<file path="src/core/rtc_calendar_map.vh">
// register offsets, field positions, reset values and timing counts of the calendar clock
`ifndef RTC_CALENDAR_MAP_VH
`define RTC_CALENDAR_MAP_VH

// ****************
// register byte offsets
// ****************
`define OFS_TIME     8'h00
`define OFS_DATE     8'h04
`define OFS_SUBSEC   8'h08
`define OFS_CTRL     8'h0C
`define OFS_SHIFT    8'h10
`define OFS_CALIB    8'h14
`define OFS_WAKEUP   8'h18
`define OFS_ALARMT   8'h1C
`define OFS_ALARMD   8'h20
`define OFS_STATUS   8'h24
`define OFS_MASK     8'h28

// ****************
// control and calibration field positions
// ****************
`define CTRL_FMT12   0
`define CTRL_WKEN    1
`define CTRL_ALEN    2
`define CTRL_RCSEL   3
`define CTRL_WKSEL   4
`define CTRL_AUTORC  7
`define CTRL_TAMPEN  8
`define CTRL_TLEVEL  11
`define CTRL_TFILT   12
`define CALIB_PLUS   15

// ****************
// status bit positions
// ****************
`define ST_ALARM     0
`define ST_WAKE      1
`define ST_XFAIL     2
`define ST_TAMP      3
`define ST_WIDTH     6

// ****************
// reset values and dividers
// ****************
`define CTRL_RESET   16'h0000
`define WAKE_RESET   17'h0FFFF
`define PREDIV_A     7'h7F
`define PREDIV_S     15'h00FF
`define RESP_OKAY    2'h0
`define RESP_SLVERR  2'h2

// ****************
// timing
// ****************
`define CLK_PERIOD_NS  10
`define FAIL_TIME_NS   100000
`define FAIL_CYCLES    (`FAIL_TIME_NS / `CLK_PERIOD_NS)

`endif

</file>
<file path="src/core/rtc_calendar.v">
// low power BCD calendar clock with alarm, wakeup timer, crystal watch and tamper inputs
`timescale 1ns/1ps
`include "rtc_calendar_map.vh"

// What this block does
// [RULE1] The calendar is held as BCD seconds, minutes, hours, weekday, date, month and year, hours in 12 or 24 hour form.
// [RULE2] The date wraps at 28, 29, 30 or 31 days as the month and leap year demand.
// [RULE3] The subsecond count is readable as a plain binary number.
// [RULE4] Software can hold back the calendar by 1 to 32767 clock pulses to line it up with a master clock.
// [RULE5] A programmed calibration drops or adds clock pulses so timekeeping reaches about 0.95 ppm (one pulse in 2^20).
// [RULE6] An alarm and a periodic wakeup each raise an event able to wake the system.
// [RULE7] At the finest wakeup resolution of two clock pulses the period spans 61 us to 8 s.
// [RULE8] Coarser wakeup resolutions stretch the period to thirty-six hours.
// [RULE9] Calendar alarms repeat from every second to every year by masking compared fields.
// [RULE10] A stalled crystal clock is detected and raises a waking event.
// [RULE11] On crystal failure the clock can move to the internal RC without software.
// [RULE12] Three tamper pins pass a programmable filter and raise a waking event.
// [RULE13] Each calendar field carries into the next one when it wraps.
module rtc_calendar #(
  parameter [19:0] FAIL_CYCLES = `FAIL_CYCLES
) (
  input  wire        clk_sys,
  input  wire        resetn,
  input  wire        xtalClkPin,
  input  wire        rcClkPin,
  input  wire [2:0]  tamperPin,
  input  wire [7:0]  s_axi_awaddr,
  input  wire        s_axi_awvalid,
  output reg         s_axi_awready,
  input  wire [31:0] s_axi_wdata,
  input  wire [3:0]  s_axi_wstrb,
  input  wire        s_axi_wvalid,
  output reg         s_axi_wready,
  output reg  [1:0]  s_axi_bresp,
  output reg         s_axi_bvalid,
  input  wire        s_axi_bready,
  input  wire [7:0]  s_axi_araddr,
  input  wire        s_axi_arvalid,
  output reg         s_axi_arready,
  output reg  [31:0] s_axi_rdata,
  output reg  [1:0]  s_axi_rresp,
  output reg         s_axi_rvalid,
  input  wire        s_axi_rready,
  output reg         irq
);

  // ****************
  // functions
  // ****************
  function [7:0] bcdInc;
    input [7:0] v;
    bcdInc = (v[3:0] == 4'h9) ? {v[7:4] + 4'h1, 4'h0} : {v[7:4], v[3:0] + 4'h1};
  endfunction

  function [5:0] lastDay;
    input [4:0] m;
    input [7:0] y;
    reg leap;
    begin
      leap = y[4] ? (y[3:0] == 4'h2 || y[3:0] == 4'h6)
                  : (y[3:0] == 4'h0 || y[3:0] == 4'h4 || y[3:0] == 4'h8);
      case (m)
        5'h02:                      lastDay = leap ? 6'h29 : 6'h28;
        5'h04, 5'h06, 5'h09, 5'h11: lastDay = 6'h30;
        default:                    lastDay = 6'h31;
      endcase
    end
  endfunction

  function [31:0] merge;
    input [31:0] old;
    input [31:0] nw;
    input [3:0]  strb;
    integer k;
    begin
      merge = old;
      for (k = 0; k < 4; k = k + 1)
        if (strb[k])
          merge[k*8 +: 8] = nw[k*8 +: 8];
    end
  endfunction

  // ****************
  // state
  // ****************
  reg  [1:0]  xtalSync;
  reg  [1:0]  rcSync;
  reg  [1:0]  tSync0;
  reg  [1:0]  tSync1;
  reg  [1:0]  tSync2;
  reg         xtalLast;
  reg         rcLast;
  reg  [6:0]  sec_reg;
  reg  [6:0]  min_reg;
  reg  [5:0]  hour_reg;
  reg         pm_reg;
  reg  [2:0]  wday_reg;
  reg  [5:0]  date_reg;
  reg  [4:0]  month_reg;
  reg  [7:0]  year_reg;
  reg  [15:0] ctrl_reg;
  reg  [14:0] shift_reg;
  reg  [15:0] calib_reg;
  reg  [16:0] wkReload_reg;
  reg  [16:0] wkCnt_reg;
  reg  [3:0]  wkDiv_reg;
  reg  [23:0] alarmT_reg;
  reg  [15:0] alarmD_reg;
  reg  [5:0]  status_reg;
  reg  [5:0]  mask_reg;
  reg  [6:0]  asyncCnt_reg;
  reg  [14:0] syncCnt_reg;
  reg  [19:0] calWin_reg;
  reg         insPend_reg;
  reg  [19:0] failCnt_reg;
  reg         xtalFail_reg;
  reg  [7:0]  tHist_reg [0:2];
  reg  [2:0]  tCondLast_reg;
  reg         secTickD_reg;
  reg  [7:0]  awAddr_reg;
  reg         awHeld_reg;
  reg  [31:0] wData_reg;
  reg  [3:0]  wStrb_reg;
  reg         wHeld_reg;

  // ****************
  // pin synchronisers and clock selection
  // ****************
  always @(posedge clk_sys or negedge resetn)
  begin
    if (!resetn)
    begin
      xtalSync <= 2'h0;
      rcSync   <= 2'h0;
      tSync0   <= 2'h0;
      tSync1   <= 2'h0;
      tSync2   <= 2'h0;
      xtalLast <= 1'b0;
      rcLast   <= 1'b0;
    end
    else
    begin
      xtalSync <= {xtalSync[0], xtalClkPin};
      rcSync   <= {rcSync[0], rcClkPin};
      tSync0   <= {tSync0[0], tamperPin[0]};
      tSync1   <= {tSync1[0], tamperPin[1]};
      tSync2   <= {tSync2[0], tamperPin[2]};
      xtalLast <= xtalSync[1];
      rcLast   <= rcSync[1];
    end
  end

  wire [2:0] tamperIn = {tSync2[1], tSync1[1], tSync0[1]};
  wire xtalRise = xtalSync[1] & ~xtalLast;
  wire rcRise   = rcSync[1] & ~rcLast;
  wire useRc    = ctrl_reg[`CTRL_RCSEL] | (xtalFail_reg & ctrl_reg[`CTRL_AUTORC]); // [RULE11]
  wire rtcTick  = useRc ? rcRise : xtalRise;

  // one pulse dropped at a 2048 boundary for each unit of the minus field per 2^20 window
  wire calSkip  = rtcTick & (calWin_reg[10:0] == 11'h000) & (calWin_reg[19:11] < calib_reg[8:0]); // [RULE5]
  wire effTick  = (rtcTick & ~calSkip) | insPend_reg;                                            // [RULE5]
  wire advance  = effTick & (shift_reg == 15'h0000);                                            // [RULE4]
  wire ckApre   = advance & (asyncCnt_reg == 7'h00);
  wire secTick  = ckApre & (syncCnt_reg == 15'h0000);

  // ****************
  // bus handshake terms
  // ****************
  wire awTake   = s_axi_awvalid & s_axi_awready;
  wire wTake    = s_axi_wvalid & s_axi_wready;
  wire arTake   = s_axi_arvalid & s_axi_arready;
  wire doWrite  = awHeld_reg & wHeld_reg & ~s_axi_bvalid;
  wire [31:0] wv = wData_reg;
  wire wrTime   = doWrite & (awAddr_reg == `OFS_TIME);
  wire wrDate   = doWrite & (awAddr_reg == `OFS_DATE);
  wire rdStatus = arTake & (s_axi_araddr == `OFS_STATUS);

  // ****************
  // calendar advance
  // ****************
  reg [6:0] secN;
  reg [6:0] minN;
  reg [5:0] hourN;
  reg       pmN;
  reg [2:0] wdayN;
  reg [5:0] dateN;
  reg [4:0] monthN;
  reg [7:0] yearN;
  reg       dayCarry;
  reg [7:0] tmp;

  always @*
  begin
    secN = sec_reg; minN = min_reg; hourN = hour_reg; pmN = pm_reg;
    wdayN = wday_reg; dateN = date_reg; monthN = month_reg; yearN = year_reg;
    dayCarry = 1'b0;
    tmp = 8'h00;
    if (secTick)
    begin
      tmp = bcdInc({1'b0, sec_reg});
      secN = (sec_reg == 7'h59) ? 7'h00 : tmp[6:0];                         // [RULE1]
      if (sec_reg == 7'h59)
      begin
        tmp = bcdInc({1'b0, min_reg});
        minN = (min_reg == 7'h59) ? 7'h00 : tmp[6:0];                       // [RULE13]
        if (min_reg == 7'h59)
        begin
          tmp = bcdInc({2'b00, hour_reg});
          if (ctrl_reg[`CTRL_FMT12])
          begin
            if (hour_reg == 6'h11)
            begin
              hourN = 6'h12;
              pmN = ~pm_reg;
              dayCarry = pm_reg;                                            // [RULE1]
            end
            else
              hourN = (hour_reg == 6'h12) ? 6'h01 : tmp[5:0];
          end
          else
          begin
            hourN = (hour_reg == 6'h23) ? 6'h00 : tmp[5:0];
            dayCarry = (hour_reg == 6'h23);                                 // [RULE13]
          end
        end
      end
    end
    if (dayCarry)
    begin
      wdayN = (wday_reg == 3'h7) ? 3'h1 : wday_reg + 3'h1;
      tmp = bcdInc({2'b00, date_reg});
      dateN = (date_reg == lastDay(month_reg, year_reg)) ? 6'h01 : tmp[5:0]; // [RULE2]
      if (date_reg == lastDay(month_reg, year_reg))
      begin
        tmp = bcdInc({3'b000, month_reg});
        monthN = (month_reg == 5'h12) ? 5'h01 : tmp[4:0];                   // [RULE13]
        if (month_reg == 5'h12)
          yearN = (year_reg == 8'h99) ? 8'h00 : bcdInc(year_reg);
      end
    end
  end

  // ****************
  // alarm, wakeup and tamper events
  // ****************
  wire alarmHit = (alarmT_reg[7]  | (sec_reg == alarmT_reg[6:0])) &
                  (alarmT_reg[15] | (min_reg == alarmT_reg[14:8])) &
                  (alarmT_reg[23] | ({pm_reg, hour_reg} == alarmT_reg[22:16])) &
                  (alarmD_reg[7]  | (date_reg == alarmD_reg[5:0])) &
                  (alarmD_reg[15] | (month_reg == alarmD_reg[12:8]));       // [RULE9]

  reg wkTick;
  always @*
  begin
    case (ctrl_reg[`CTRL_WKSEL +: 3])
      3'h0:    wkTick = effTick & (wkDiv_reg == 4'hF);
      3'h1:    wkTick = effTick & (wkDiv_reg[2:0] == 3'h7);
      3'h2:    wkTick = effTick & (wkDiv_reg[1:0] == 2'h3);
      3'h3:    wkTick = effTick & wkDiv_reg[0];                             // [RULE7]
      default: wkTick = secTick;                                            // [RULE8]
    endcase
  end
  wire wkFire = ctrl_reg[`CTRL_WKEN] & wkTick & (wkCnt_reg == 17'h00000);   // [RULE6]

  reg [2:0] tCond;
  integer   i;
  integer   j;
  always @*
  begin
    tCond = 3'h0;
    for (i = 0; i < 3; i = i + 1)
    begin
      case (ctrl_reg[`CTRL_TFILT +: 2])
        2'h0:    tCond[i] = (tHist_reg[i][0] == ctrl_reg[`CTRL_TLEVEL]);
        2'h1:    tCond[i] = (tHist_reg[i][1:0] == {2{ctrl_reg[`CTRL_TLEVEL]}});
        2'h2:    tCond[i] = (tHist_reg[i][3:0] == {4{ctrl_reg[`CTRL_TLEVEL]}});
        default: tCond[i] = (tHist_reg[i] == {8{ctrl_reg[`CTRL_TLEVEL]}});
      endcase
      tCond[i] = tCond[i] & ctrl_reg[`CTRL_TAMPEN + i];
    end
  end

  wire failNow = (failCnt_reg == FAIL_CYCLES) & ~xtalRise;
  wire [5:0] evSet = {tCond & ~tCondLast_reg,                               // [RULE12]
                      failNow & ~xtalFail_reg,                               // [RULE10]
                      wkFire,
                      secTickD_reg & ctrl_reg[`CTRL_ALEN] & alarmHit};       // [RULE6]
  // a new event beats the read that clears it
  wire [5:0] statusNext = (status_reg & ~{6{rdStatus}}) | evSet;

  // ****************
  // timekeeping registers
  // ****************
  always @(posedge clk_sys or negedge resetn)
  begin
    if (!resetn)
    begin
      sec_reg <= 7'h00; min_reg <= 7'h00; hour_reg <= 6'h00; pm_reg <= 1'b0;
      wday_reg <= 3'h1; date_reg <= 6'h01; month_reg <= 5'h01; year_reg <= 8'h00;
      asyncCnt_reg <= `PREDIV_A;
      syncCnt_reg  <= `PREDIV_S;
      shift_reg    <= 15'h0000;
      calWin_reg   <= 20'h00000;
      insPend_reg  <= 1'b0;
      secTickD_reg <= 1'b0;
      wkDiv_reg    <= 4'h0;
      wkCnt_reg    <= `WAKE_RESET;
      failCnt_reg  <= 20'h00000;
      xtalFail_reg <= 1'b0;
      tHist_reg[0] <= 8'h00;
      tHist_reg[1] <= 8'h00;
      tHist_reg[2] <= 8'h00;
      tCondLast_reg <= 3'h0;
      status_reg   <= 6'h00;
      irq          <= 1'b0;
    end
    else
    begin
      secTickD_reg <= secTick;
      if (wrTime)
      begin
        sec_reg  <= wv[6:0];
        min_reg  <= wv[14:8];
        hour_reg <= wv[21:16];
        pm_reg   <= wv[22];
      end
      else
      begin
        sec_reg <= secN; min_reg <= minN; hour_reg <= hourN; pm_reg <= pmN;
      end
      if (wrDate)
      begin
        date_reg  <= wv[5:0];
        month_reg <= wv[12:8];
        wday_reg  <= wv[15:13];
        year_reg  <= wv[23:16];
      end
      else
      begin
        wday_reg <= wdayN; date_reg <= dateN; month_reg <= monthN; year_reg <= yearN;
      end
      // a calendar write restarts the second
      if (wrTime | wrDate)
      begin
        asyncCnt_reg <= `PREDIV_A;
        syncCnt_reg  <= `PREDIV_S;
      end
      else if (advance)
      begin
        asyncCnt_reg <= (asyncCnt_reg == 7'h00) ? `PREDIV_A : asyncCnt_reg - 7'h01;
        if (ckApre)
          syncCnt_reg <= (syncCnt_reg == 15'h0000) ? `PREDIV_S : syncCnt_reg - 15'h0001; // [RULE3]
      end
      if (doWrite & (awAddr_reg == `OFS_SHIFT))
        shift_reg <= wv[14:0];
      else if (effTick & (shift_reg != 15'h0000))
        shift_reg <= shift_reg - 15'h0001;                                  // [RULE4]
      if (rtcTick)
        calWin_reg <= calWin_reg + 20'h00001;
      insPend_reg <= rtcTick & calib_reg[`CALIB_PLUS] & (calWin_reg[10:0] == 11'h400); // [RULE5]
      if (effTick)
        wkDiv_reg <= wkDiv_reg + 4'h1;
      if (!ctrl_reg[`CTRL_WKEN] | wkFire)
        wkCnt_reg <= wkReload_reg;
      else if (wkTick)
        wkCnt_reg <= wkCnt_reg - 17'h00001;
      if (xtalRise)
      begin
        failCnt_reg  <= 20'h00000;
        xtalFail_reg <= 1'b0;
      end
      else if (failNow)
        xtalFail_reg <= 1'b1;                                               // [RULE10]
      else
        failCnt_reg <= failCnt_reg + 20'h00001;
      if (rtcTick)
        for (j = 0; j < 3; j = j + 1)
          tHist_reg[j] <= {tHist_reg[j][6:0], tamperIn[j]}; // [RULE12]
      tCondLast_reg <= tCond;
      status_reg <= statusNext;
      irq <= |(statusNext & mask_reg);
    end
  end

  // ****************
  // bus slave and configuration registers
  // ****************
  wire wrHit = (awAddr_reg <= `OFS_MASK) & (awAddr_reg[1:0] == 2'h0);
  wire [31:0] ctrlMerged = merge({16'h0000, ctrl_reg}, wv, wStrb_reg);

  reg [31:0] rdMux;
  always @*
  begin
    case (s_axi_araddr)
      `OFS_TIME:   rdMux = {9'h000, pm_reg, hour_reg, 1'b0, min_reg, 1'b0, sec_reg};
      `OFS_DATE:   rdMux = {8'h00, year_reg, wday_reg, month_reg, 2'h0, date_reg};
      `OFS_SUBSEC: rdMux = {17'h00000, syncCnt_reg};                        // [RULE3]
      `OFS_CTRL:   rdMux = {16'h0000, ctrl_reg};
      `OFS_SHIFT:  rdMux = {17'h00000, shift_reg};
      `OFS_CALIB:  rdMux = {16'h0000, calib_reg};
      `OFS_WAKEUP: rdMux = {15'h0000, wkReload_reg};
      `OFS_ALARMT: rdMux = {8'h00, alarmT_reg};
      `OFS_ALARMD: rdMux = {16'h0000, alarmD_reg};
      `OFS_STATUS: rdMux = {23'h000000, useRc, 2'h0, status_reg};
      `OFS_MASK:   rdMux = {26'h0000000, mask_reg};
      default:     rdMux = 32'h00000000;
    endcase
  end

  always @(posedge clk_sys or negedge resetn)
  begin
    if (!resetn)
    begin
      s_axi_awready <= 1'b0; s_axi_wready <= 1'b0; s_axi_bvalid <= 1'b0;
      s_axi_bresp   <= `RESP_OKAY;
      s_axi_arready <= 1'b0; s_axi_rvalid <= 1'b0;
      s_axi_rdata   <= 32'h00000000; s_axi_rresp <= `RESP_OKAY;
      awHeld_reg <= 1'b0; awAddr_reg <= 8'h00;
      wHeld_reg  <= 1'b0; wData_reg <= 32'h00000000; wStrb_reg <= 4'h0;
      ctrl_reg     <= `CTRL_RESET;
      calib_reg    <= 16'h0000;
      wkReload_reg <= `WAKE_RESET;
      alarmT_reg   <= 24'h000000;
      alarmD_reg   <= 16'h0000;
      mask_reg     <= 6'h00;
    end
    else
    begin
      if (awTake)
      begin
        awAddr_reg <= s_axi_awaddr;
        awHeld_reg <= 1'b1;
      end
      else if (doWrite)
        awHeld_reg <= 1'b0;
      if (wTake)
      begin
        wData_reg <= s_axi_wdata;
        wStrb_reg <= s_axi_wstrb;
        wHeld_reg <= 1'b1;
      end
      else if (doWrite)
        wHeld_reg <= 1'b0;
      s_axi_awready <= ~(awHeld_reg | awTake) & ~(s_axi_bvalid & ~s_axi_bready);
      s_axi_wready  <= ~(wHeld_reg | wTake) & ~(s_axi_bvalid & ~s_axi_bready);
      s_axi_bvalid  <= (s_axi_bvalid & ~s_axi_bready) | doWrite;
      if (doWrite)
      begin
        s_axi_bresp <= wrHit ? `RESP_OKAY : `RESP_SLVERR;
        case (awAddr_reg)
          `OFS_CTRL:   ctrl_reg     <= ctrlMerged[15:0];
          `OFS_CALIB:  calib_reg    <= wv[15:0];
          `OFS_WAKEUP: wkReload_reg <= wv[16:0];
          `OFS_ALARMT: alarmT_reg   <= wv[23:0];
          `OFS_ALARMD: alarmD_reg   <= wv[15:0];
          `OFS_MASK:   mask_reg     <= wv[5:0];
          default:     mask_reg     <= mask_reg;
        endcase
      end
      s_axi_arready <= ~arTake & ~(s_axi_rvalid & ~s_axi_rready);
      s_axi_rvalid  <= (s_axi_rvalid & ~s_axi_rready) | arTake;
      if (arTake)
      begin
        s_axi_rdata <= rdMux;
        s_axi_rresp <= ((s_axi_araddr <= `OFS_MASK) & (s_axi_araddr[1:0] == 2'h0)) ? `RESP_OKAY : `RESP_SLVERR;
      end
    end
  end

endmodule // rtc_calendar

</file>
<file path="config.mk">
export PLATFORM = sky130hd
export DESIGN_NAME = rtc_calendar
export DESIGN_NICKNAME = d
export VERILOG_FILES = /design/src/core/rtc_calendar.v
export VERILOG_INCLUDE_DIRS = /design/src /design/src/core
export SDC_FILE = /design/constraint.sdc
export NUM_CORES = 1
export LEC_CHECK = 0
export ABC_CLOCK_PERIOD_IN_PS = 3100
export BUFFER_PORTS_ARGS = -buffer_cell sky130_fd_sc_hd__buf_2
export CAP_MARGIN = 40
export CORE_ASPECT_RATIO = 1.4
export CORE_MARGIN = 8
export CORE_UTILIZATION = 47
export CTS_BUF_LIST = sky130_fd_sc_hd__clkbuf_16
export DETAILED_ROUTE_END_ITERATION = 12
export GPL_TIMING_DRIVEN = 0
export PLACE_DENSITY = 0.67
export SYNTH_ARGS = -nofsm -noshare
export SYNTH_HDL_FRONTEND = slang
export SYNTH_SLANG_ARGS = --single-unit
export TNS_END_PERCENT = 10
</file>
<file path="constraint.sdc">
create_clock -name clk_sys -period 3.1 [get_ports clk_sys]
set_input_delay 0.31 -clock clk_sys [delete_from_list [all_inputs] [get_ports clk_sys]]
set_output_delay 0.31 -clock clk_sys [all_outputs]
set_load 0.02 [all_outputs]
</file>
==> results of run 1 <==
[kinds of logic after synthesis]
| kind of cell | after synthesis |
|---|---|
| AND/OR/NAND/NOR | 654 |
| buffers and inverters | 154 |
| other | 1 |
| AO/OA/AOI/OAI | 348 |
| flip-flops | 352 |
| XOR/XNOR | 97 |
| multiplexers | 137 |
| adder cells (fa/ha/maj) | 35 |
[layout by cell type (no fill, tap or decap), types with 22 or more instances in the layout]
cell type and count:
sky130_fd_sc_hd__inv_1 63, sky130_fd_sc_hd__a222oi_1 25, sky130_fd_sc_hd__buf_4 30, sky130_fd_sc_hd__dfstp_2 50, sky130_fd_sc_hd__mux2_2 124, sky130_fd_sc_hd__nand3_1 65
sky130_fd_sc_hd__buf_2 91, sky130_fd_sc_hd__dlygate4sd3_1 28, sky130_fd_sc_hd__nor2_1 113, sky130_fd_sc_hd__clkbuf_16 39, sky130_fd_sc_hd__a21oi_1 52, sky130_fd_sc_hd__o21ai_0 82
sky130_fd_sc_hd__ha_1 34, sky130_fd_sc_hd__clkbuf_1 71, sky130_fd_sc_hd__xor2_1 51, sky130_fd_sc_hd__dfrtp_1 300, sky130_fd_sc_hd__a221oi_1 24, sky130_fd_sc_hd__nand2_1 229
sky130_fd_sc_hd__nand4_1 22, sky130_fd_sc_hd__nor3_1 39, sky130_fd_sc_hd__a31oi_1 23, sky130_fd_sc_hd__xnor2_1 46
[what timing repair did]
action,CTS,global route
hold buffers,28,0
pin swaps,5,3
resized for setup,31,16
setup buffers,19,1
endpoints found under the hold margin,85,0
setup endpoints to repair,60,79
[report_power, final]
part | switching, uW | leakage (uW) | total, uW | internal [uW]
sequential | 1250 | 0.00451 | 6910 | 5660
clock | 1840 | 0.000565 | 4110 | 2270
combinational | 2460 | 0.00431 | 4150 | 1690
total | 5550 | 0.00939 | 15200 | 9630
[how the worst min path moves through the flow]
stage,start,endpoint,cells after the start
2_1_floorplan,resetn,alarmD_reg[0]$_DFFE_PN0P_,0
3_3_place_gp,tSync2[0]$_DFF_PN0_,tSync2[1]$_DFF_PN0_,0
3_5_place_dp,resetn,failCnt_reg[12]$_DFFE_PN0P_,1
4_1_cts,s_axi_wdata[9],wData_reg[9]$_DFFE_PN0P_,2
5_1_grt,s_axi_awaddr[2],awAddr_reg[2]$_DFFE_PN0P_,2
6_report,s_axi_wdata[9],wData_reg[9]$_DFFE_PN0P_,2
[layer usage]
layer / share of wire, % / track usage [%]
met1: 38 / 29.4
met2: 48 / 41.6
met3: 6.7 / 4.19
met4: 6.7 / 15.4
met5: 0 / 0
[final cells by class]
class / count / area (um2)
plain buffers: 95 / 435
clock buffers: 39 / 976
clock inverters: 28 / 125
fillers: 3360 / 17100
inverters: 56 / 210
multi-input cells: 1281 / 8740
flip-flops and latches: 352 / 8870
well taps: 478 / 598
repair buffers: 148 / 1080
[metrics by stage]
step / hold WS, ns / area (um2) / cells
floorplan: 0.0144 / 18100 / 1787
global placement: 0.335 / 19100 / 2350
detailed placement: 0.260 / 19300 / 2365
CTS: 0.0000112 / 21000 / 2477
global route: 0.00778 / 21000 / 2477
finish: 0.0154 / 21000 / 2477
==> qor.log, run 1 <==
qor: run_status.status complete, but fails checks
qor: run_status.failing_checks negative setup slack
qor: routing.route.detailed.vias_per_inst 6.07
qor: place.dp_hpwl 41,000 um
qor: setup_path.end_kind register
qor: clock_network.clk_root_buffer_cell sky130_fd_sc_hd__clkbuf_16
qor: setup_path.required 3.54 ns
qor: clock_network.longest_clk_path_bufs 3
qor: setup_path.classification_of_the_worst_setup_path register to register
qor: floorplan.chip_height 248 um
qor: setup_path.crit_cells 11
qor: place.place_congestion 0.996
qor: timing.report.final.slew_viol_count 0
qor: setup_path.worst-path-buf-inv 3
qor: yosys.async_flop_share 100%
qor: setup_path.reg2reg_setup_slack -0.04 ns
qor: yosys.ys_seq_area_share 49.1%
qor: floorplan.core_area 0.0382 mm2
qor: final_layout.layout_area_growth_over_synthesis 16.5%
qor: global_routing.grt_pass1_vias 15,116
qor: setup_path.crit_path_start syncCnt_reg[0]$_DFFE_PN1P_
qor: yosys.post_synth_most_frequent_cells 302 x sky130_fd_sc_hd__dfrtp_1, 231 x sky130_fd_sc_hd__nand2_1, 124 x sky130_fd_sc_hd__mux2_2
qor: floorplan.die_x 182 um
qor: timing.fin_ws -0.0357 ns
qor: routing.post_drt_wl_per_cell 22.5 um
qor: timing.rsz0062_at_grt yes
qor: clock_network.tritoncts yes
qor: setup_path.path_delay_family simple AND/OR/NAND/NOR gates
qor: yosys.combinational_family_with_the_most_area_after_synthesis simple AND/OR/NAND/NOR gates
qor: floorplan.initial_core_util 47.3%
qor: yosys.post_synth_edffs 0
qor: yosys.postSynthCellCount 1,778
qor: setup_path.largest_fanout_on_the_critical_path 4
qor: pwr.power_density 721 mW/mm2
qor: yosys.synthXorXnorAreaFrac 4.70%
qor: yosys.synth_simple_gate_area_share 18.5%
qor: routing.totalWireLength 55,800 um
qor: place.placement.io_buffers 85
qor: yosys.synth.avg_cell_area 10.2 um2
qor: pwr.irDropWorstVdd 0.467 mV
qor: routing.route.vias.total 15,047
qor: clock_network.insertion_delay 0.55 ns
qor: setup_path.r2r_start syncCnt_reg[0]$_DFFE_PN1P_
qor: setup_path.worst_path_max_delay_cell sky130_fd_sc_hd__or4b_4
qor: setup_path.worst-endpoint-arrival 3.57 ns
qor: final_layout.layout.core_utilization 55.1%
qor: pwr.power_leakage 0.00939 uW
qor: final_layout.finish.net_count 2,070
qor: setup_path.critical_path.max_stage_delay 0.59 ns
qor: timing.final-hold-violation-count 0
qor: setup_path.worstRegToRegCells 11
qor: setup_path.cp-endpoint month_reg[3]$_DFFE_PN0P_
qor: floorplan.top_level_ports 106
qor: clock_network.cts_num_sinks 352
qor: clock_network.cts-buffers-inserted 37
qor: timing.max_slew_margin 37.7%
qor: yosys.synth_area 0.0181 mm2
qor: yosys.post-synth-top-area-fraction 41.8%
qor: yosys.yosysUniqueCellTypes 87
qor: yosys.dominantRegCellSynth sky130_fd_sc_hd__dfrtp_1
qor: min_path.hold_class input port to register
qor: yosys.synth.area.mux_share 8.48%
qor: clock_network.clock_tree.htree_level_count 2
qor: yosys.synth_most_common_cell sky130_fd_sc_hd__dfrtp_1
qor: routing.ant_nets 0
qor: timing.final_setup_vio_count 4
qor: yosys.yosys.area.top_type sky130_fd_sc_hd__dfrtp_1
qor: setup_path.timing.rr.end month_reg[3]$_DFFE_PN0P_
qor: yosys.synthesized_area_fraction_occupied_by_ao_oa_aoi_and_oai_cells 13.3%
qor: timing.skew 0.0255 ns
qor: final_layout.insertedDiodeCount 0
qor: floorplan.number_of_standard_cell_rows_in_the_floorplan 85
qor: global_routing.grt_usage 24.7%
qor: global_routing.antenna_violations_before_repair 0
qor: yosys.synth.area.top_cells sky130_fd_sc_hd__dfrtp_1 42%, sky130_fd_sc_hd__mux2_2 7.7%, sky130_fd_sc_hd__dfstp_2 7.3%
qor: timing.post-route-period-util 101%
qor: floorplan.die-area 0.0450 mm2
qor: final_layout.fraction_of_layout_cells_with_a_size_suffix_above_1 20.9%
qor: routing.drt_pre_antenna_iters 8
qor: timing.worst_slew_pin_slew 0.931 ns
qor: global_routing.grt_max_degree 113
qor: place.dpl_worst_slack -0.461 ns
qor: pwr.total_power 15,200 uW
qor: yosys.synthAdderAreaFrac 2.42%
qor: setup_path.path_cells inv_1 > ha_2 > or3b_4 > nor4_4 > buf_6 > o2111ai_4 > or4b_4 > buf_8 > or2_4 > and2_4 > mux2_4
qor: yosys.synth_seq_cells 352
qor: global_routing.grt_pass1_wl 87,100 um
qor: routing.detail_route.iter0.violations 1,331
qor: yosys.number_of_warnings_issued_by_yosys 0
qor: global_routing.overflow 0
qor: timing.post-route-min-period 3.14 ns
qor: clock_network.clkSlewWorstSetupHoldPaths 0.06 ns
qor: setup_path.cp-start-kind register
qor: routing.detail_route.drc_violations 0
qor: flow_run.maxCapViolations 0
qor: timing.timing.setup.tns -0.0639 ns
qor: timing.clock.fmax 0.319 GHz
Note: power is estimated with default switching activity, not from simulation.
==> run 2: changes to the inputs <==
Settings changed: ABC_AREA from default to 1.
==> qor.log, run 2 <==
qor: run_status.status finished, final reports clean
qor: min_path.min_to wData_reg[4]$_DFFE_PN0P_
qor: routing.route.vias.total 16,395 [+9.0%]
qor: clock_network.tritoncts yes
qor: routing.post_drt_wl_per_cell 20.4 um [-9.5%]
qor: setup_path.reg2reg_setup_slack 0.20 ns [+0.24 ns]
qor: place.place_congestion 1.03 [+3.6%]
qor: setup_path.cp-start-kind register
qor: floorplan.initial_core_util 47.7% [+0.41 points]
qor: pwr.p_comb_share 27.1% [-0.3 points]
qor: setup_path.worstRegToRegCells 12 [+1]
qor: floorplan.chip_height 250 um [+0.80%]
qor: routing.route.detailed.vias_per_inst 5.60 [-7.8%]
qor: timing.final_setup_vio_count 0 [-4]
qor: yosys.synth.area.top_cells sky130_fd_sc_hd__dfrtp_1 41%, sky130_fd_sc_hd__nand2_1 10%, sky130_fd_sc_hd__dfstp_2 7.2%
qor: routing.ant_nets 0 [unchanged]
qor: floorplan.die-area 0.0458 mm2 [+1.6%]
qor: place.placement.io_buffers 85 [unchanged]
qor: min_path.hold_class input port to register
qor: timing.worst_slew_pin_slew 0.883 ns [-0.0482 ns]
qor: setup_path.worst-endpoint-arrival 3.36 ns [-0.21 ns]
qor: min_path.worstHoldPathCells 3 [+1]
qor: pwr.switching_power 5710 uW [+2.9%]
qor: routing.totalWireLength 59,800 um [+7.0%]
qor: yosys.synth_seq_cells 352 [unchanged]
qor: routing.drt_pre_antenna_iters 5 [-3]
qor: pwr.total_power 15,500 uW [+2.0%]
qor: setup_path.end_kind register
qor: yosys.postSynthCellCount 2,226 [+25%]
qor: floorplan.top_level_ports 106 [unchanged]
qor: final_layout.postLayoutCellArea 0.0209 mm2 [-0.48%]
qor: setup_path.largest_fanout_on_the_critical_path 10 [+6]
qor: place.dp_hpwl 44,400 um [+8.3%]
qor: pwr.seq_power_share 44.0% [-1.5 points]
qor: final_layout.finish.net_count 2,479 [+20%]
qor: pwr.power_leakage 0.0100 uW [+6.6%]
qor: yosys.number_of_warnings_issued_by_yosys 0 [unchanged]
qor: place.placedInstanceArea 0.0196 mm2 [+1.3%]
qor: clock_network.cts_num_sinks 352 [unchanged]
qor: timing.report.final.slew_viol_count 0 [unchanged]
qor: global_routing.grt_usage 26.4% [+1.6 points]
qor: yosys.synth_area 0.0184 mm2 [+1.7%]
qor: timing.whs 0.0126 ns [-0.00277 ns]
qor: min_path.hp-start s_axi_wdata[4]
qor: timing.max_slew_margin 40.7% [+3.0 points]
qor: routing.detail_route.iter0.violations 1,224 [-8.0%]
qor: timing.final-hold-violation-count 0 [unchanged]
qor: pwr.fraction_of_power_spent_switching_nets 36.9% [+0.32 points]
qor: yosys.yosysUniqueCellTypes 64 [-26%]
qor: setup_path.timing.rr.end wkCnt_reg[10]$_DFFE_PN1P_
qor: timing.clock.fmax 0.345 GHz [+8.2%]
qor: floorplan.number_of_standard_cell_rows_in_the_floorplan 85 [unchanged]
qor: clock_network.longest_clk_path_bufs 3 [unchanged]
qor: clock_network.clock_tree.htree_level_count 2 [unchanged]
qor: yosys.ys_seq_area_share 48.3% [-0.83 points]
qor: final_layout.fraction_of_layout_cells_with_a_size_suffix_above_1 12.4% [-8.5 points]
qor: clock_network.cts-buffers-inserted 37 [unchanged]
qor: yosys.post_synth_most_frequent_cells 495 x sky130_fd_sc_hd__nand2_1, 302 x sky130_fd_sc_hd__dfrtp_1, 264 x sky130_fd_sc_hd__inv_1
qor: place.placed_cells 2,845 [+20%]
qor: flow_run.maxCapViolations 0 [unchanged]
qor: floorplan.core_area 0.0385 mm2 [+0.84%]
qor: timing.rsz0062_at_grt no
qor: yosys.async_flop_share 100% [unchanged]
qor: global_routing.antenna_violations_before_repair 0 [unchanged]
qor: final_layout.layout_area_growth_over_synthesis 14.0%
qor: final_layout.instances_no_fill 2,928 [+18%]
qor: setup_path.classification_of_the_worst_setup_path register to register
qor: yosys.synth.avg_cell_area 8.25 um2 [-19%]
qor: global_routing.grt_max_degree 108 [-4.4%]
qor: clock_network.clkSlewWorstSetupHoldPaths 0.06 ns [about the same]
qor: yosys.post_synth_edffs 0 [unchanged]
qor: timing.post-route-period-util 93.5% [-7.6 points]
qor: global_routing.grt_pass1_wl 94,300 um [+8.3%]
qor: pwr.power_density 739 mW/mm2 [+2.5%]
qor: clock_network.post_cts_buffers 0 [-19]
qor: timing.skew 0.0263 ns [+0.000808 ns]
qor: pwr.irDropWorstVdd 0.620 mV [+33%]
qor: global_routing.grt_pass1_vias 16,662 [+10%]
qor: setup_path.required 3.56 ns [+0.02 ns]
qor: setup_path.r2r_start syncCnt_reg[0]$_DFFE_PN1P_
qor: timing.post-route-min-period 2.90 ns [-0.236 ns]
qor: yosys.post-synth-top-area-fraction 41.1% [-0.71 points]
qor: clock_network.clk_root_buffer_cell sky130_fd_sc_hd__clkbuf_16
qor: pwr.clock_power_share 28.9% [+1.8 points]
qor: clock_network.insertion_delay 0.55 ns [about the same]
qor: global_routing.overflow 0 [unchanged]
qor: yosys.dominantRegCellSynth sky130_fd_sc_hd__dfrtp_1
qor: floorplan.die_x 183 um [+0.78%]
qor: yosys.yosys.area.top_type sky130_fd_sc_hd__dfrtp_1
qor: final_layout.most-common-layout-cells 494 x sky130_fd_sc_hd__nand2_1, 302 x sky130_fd_sc_hd__dfrtp_1, 272 x sky130_fd_sc_hd__inv_1
qor: yosys.synth_most_common_cell sky130_fd_sc_hd__nand2_1
qor: routing.detail_route.drc_violations 0 [unchanged]
qor: pwr.power.internal 9770 uW [+1.5%]
qor: setup_path.crit_path_start syncCnt_reg[0]$_DFFE_PN1P_
qor: final_layout.final_common_cell sky130_fd_sc_hd__nand2_1
==> run 2: cell types whose count changed after synthesis, moves of 18 or more <==
cell and delta:
sky130_fd_sc_hd__a22o_1 -20, sky130_fd_sc_hd__clkbuf_1 -37, sky130_fd_sc_hd__nand2_1 +264, sky130_fd_sc_hd__nand3_1 +68, sky130_fd_sc_hd__and3_1 -19, sky130_fd_sc_hd__mux2_2 -113, sky130_fd_sc_hd__a222oi_1 -25, sky130_fd_sc_hd__nor2_1 +45
sky130_fd_sc_hd__inv_1 +208, sky130_fd_sc_hd__a21o_1 -18, sky130_fd_sc_hd__xnor2_1 -19, sky130_fd_sc_hd__a21oi_1 +39, sky130_fd_sc_hd__o21ai_0 +148, sky130_fd_sc_hd__o22ai_1 +43
==> run 2: through the flow <==
stage               utilization (%)  setup WS, ns  setup TNS, ns
floorplan                         -         0.985              0
global placement               50.6         -5.10       -1671.52
detailed placement             50.8         0.232              0
CTS                            54.4         0.233              0
global route                   54.4        0.0286              0
finish                         54.4         0.201              0
==> run 2: worst max-delay path, cell delays in order, from the launching register on <==
cell and delay (ns):
sky130_fd_sc_hd__dfstp_2 0.36, sky130_fd_sc_hd__inv_1 0.20, sky130_fd_sc_hd__ha_1 0.27, sky130_fd_sc_hd__nand3_1 0.22, sky130_fd_sc_hd__nor4_4 0.52, sky130_fd_sc_hd__nand4_4 0.25, sky130_fd_sc_hd__nand2_1 0.28, sky130_fd_sc_hd__nand3_4 0.22
sky130_fd_sc_hd__nand2_4 0.16, sky130_fd_sc_hd__buf_6 0.14, sky130_fd_sc_hd__nand2_1 0.06, sky130_fd_sc_hd__nand3_1 0.08, sky130_fd_sc_hd__nand2_1 0.05
==> run 2: cell type report <==
class / instances / area, um2
inverters: 283 / 1070
multi-input cells: 1526 / 8100
repair buffers: 106 / 693
clock buffers: 39 / 976
flip-flops and latches: 352 / 8870
well taps: 522 / 653
diodes: 1 / 2.50
fillers: 3659 / 17600
clock inverters: 25 / 208
plain buffers: 74 / 374
==> run 2: what timing repair did <==
| item | in CTS | in global routing |
|---|---|---|
| hold buffers | 17 | 0 |
| resized for setup | 0 | 2 |
| endpoints found under the hold margin | 87 | 0 |
| setup endpoints to repair | 0 | 2 |
==> run 2: per-layer routing <==
layer	track usage, %	wire (um)	vias to the layer above
met2	43.0	28400	606
met5	0	0	-
met4	21.4	5200	0
met3	5.05	3660	225
met1	29.6	22500	7888
li1	-	-	7676
==> run 2: power by group through the flow <==
stage	Sequential [uW]	Combinational, uW	Clock, uW
2_1_floorplan	6570	2730	0
3_3_place_gp	6820	3990	0
3_5_place_dp	6860	4140	0
4_1_cts	6790	4170	4530
5_1_grt	6940	4700	4700
6_report	6810	4190	4480
==> run 2: kinds of logic after synthesis <==
family / Yosys count / share of synthesized area (%)
xor+xnor: 78 / 3.72
other cells: 1 / 0.0204
fa+ha+maj: 35 / 2.38
simple gates: 932 / 22.6
flops: 352 / 48.3
compound gates: 460 / 14.5
mux: 11 / 0.674
buf+inv: 357 / 7.85
==> run 2: worst max-delay path by stage <==
| stage | end | slack [ns] | cells past startpoint |
|---|---|---|---|
| after floorplan | syncCnt_reg[9]$_DFFE_PN0P_ | 0.99 | 17 |
| after global placement | ctrl_reg[1]$_DFFE_PN0P_ | -5.10 | 1 |
| after detailed placement | s_axi_rdata[13]$_DFFE_PN0P_ | 0.23 | 11 |
| after CTS | wkCnt_reg[10]$_DFFE_PN1P_ | 0.23 | 12 |
| after global routing | wkCnt_reg[13]$_DFFE_PN1P_ | 0.03 | 12 |
| final | wkCnt_reg[10]$_DFFE_PN1P_ | 0.20 | 12 |
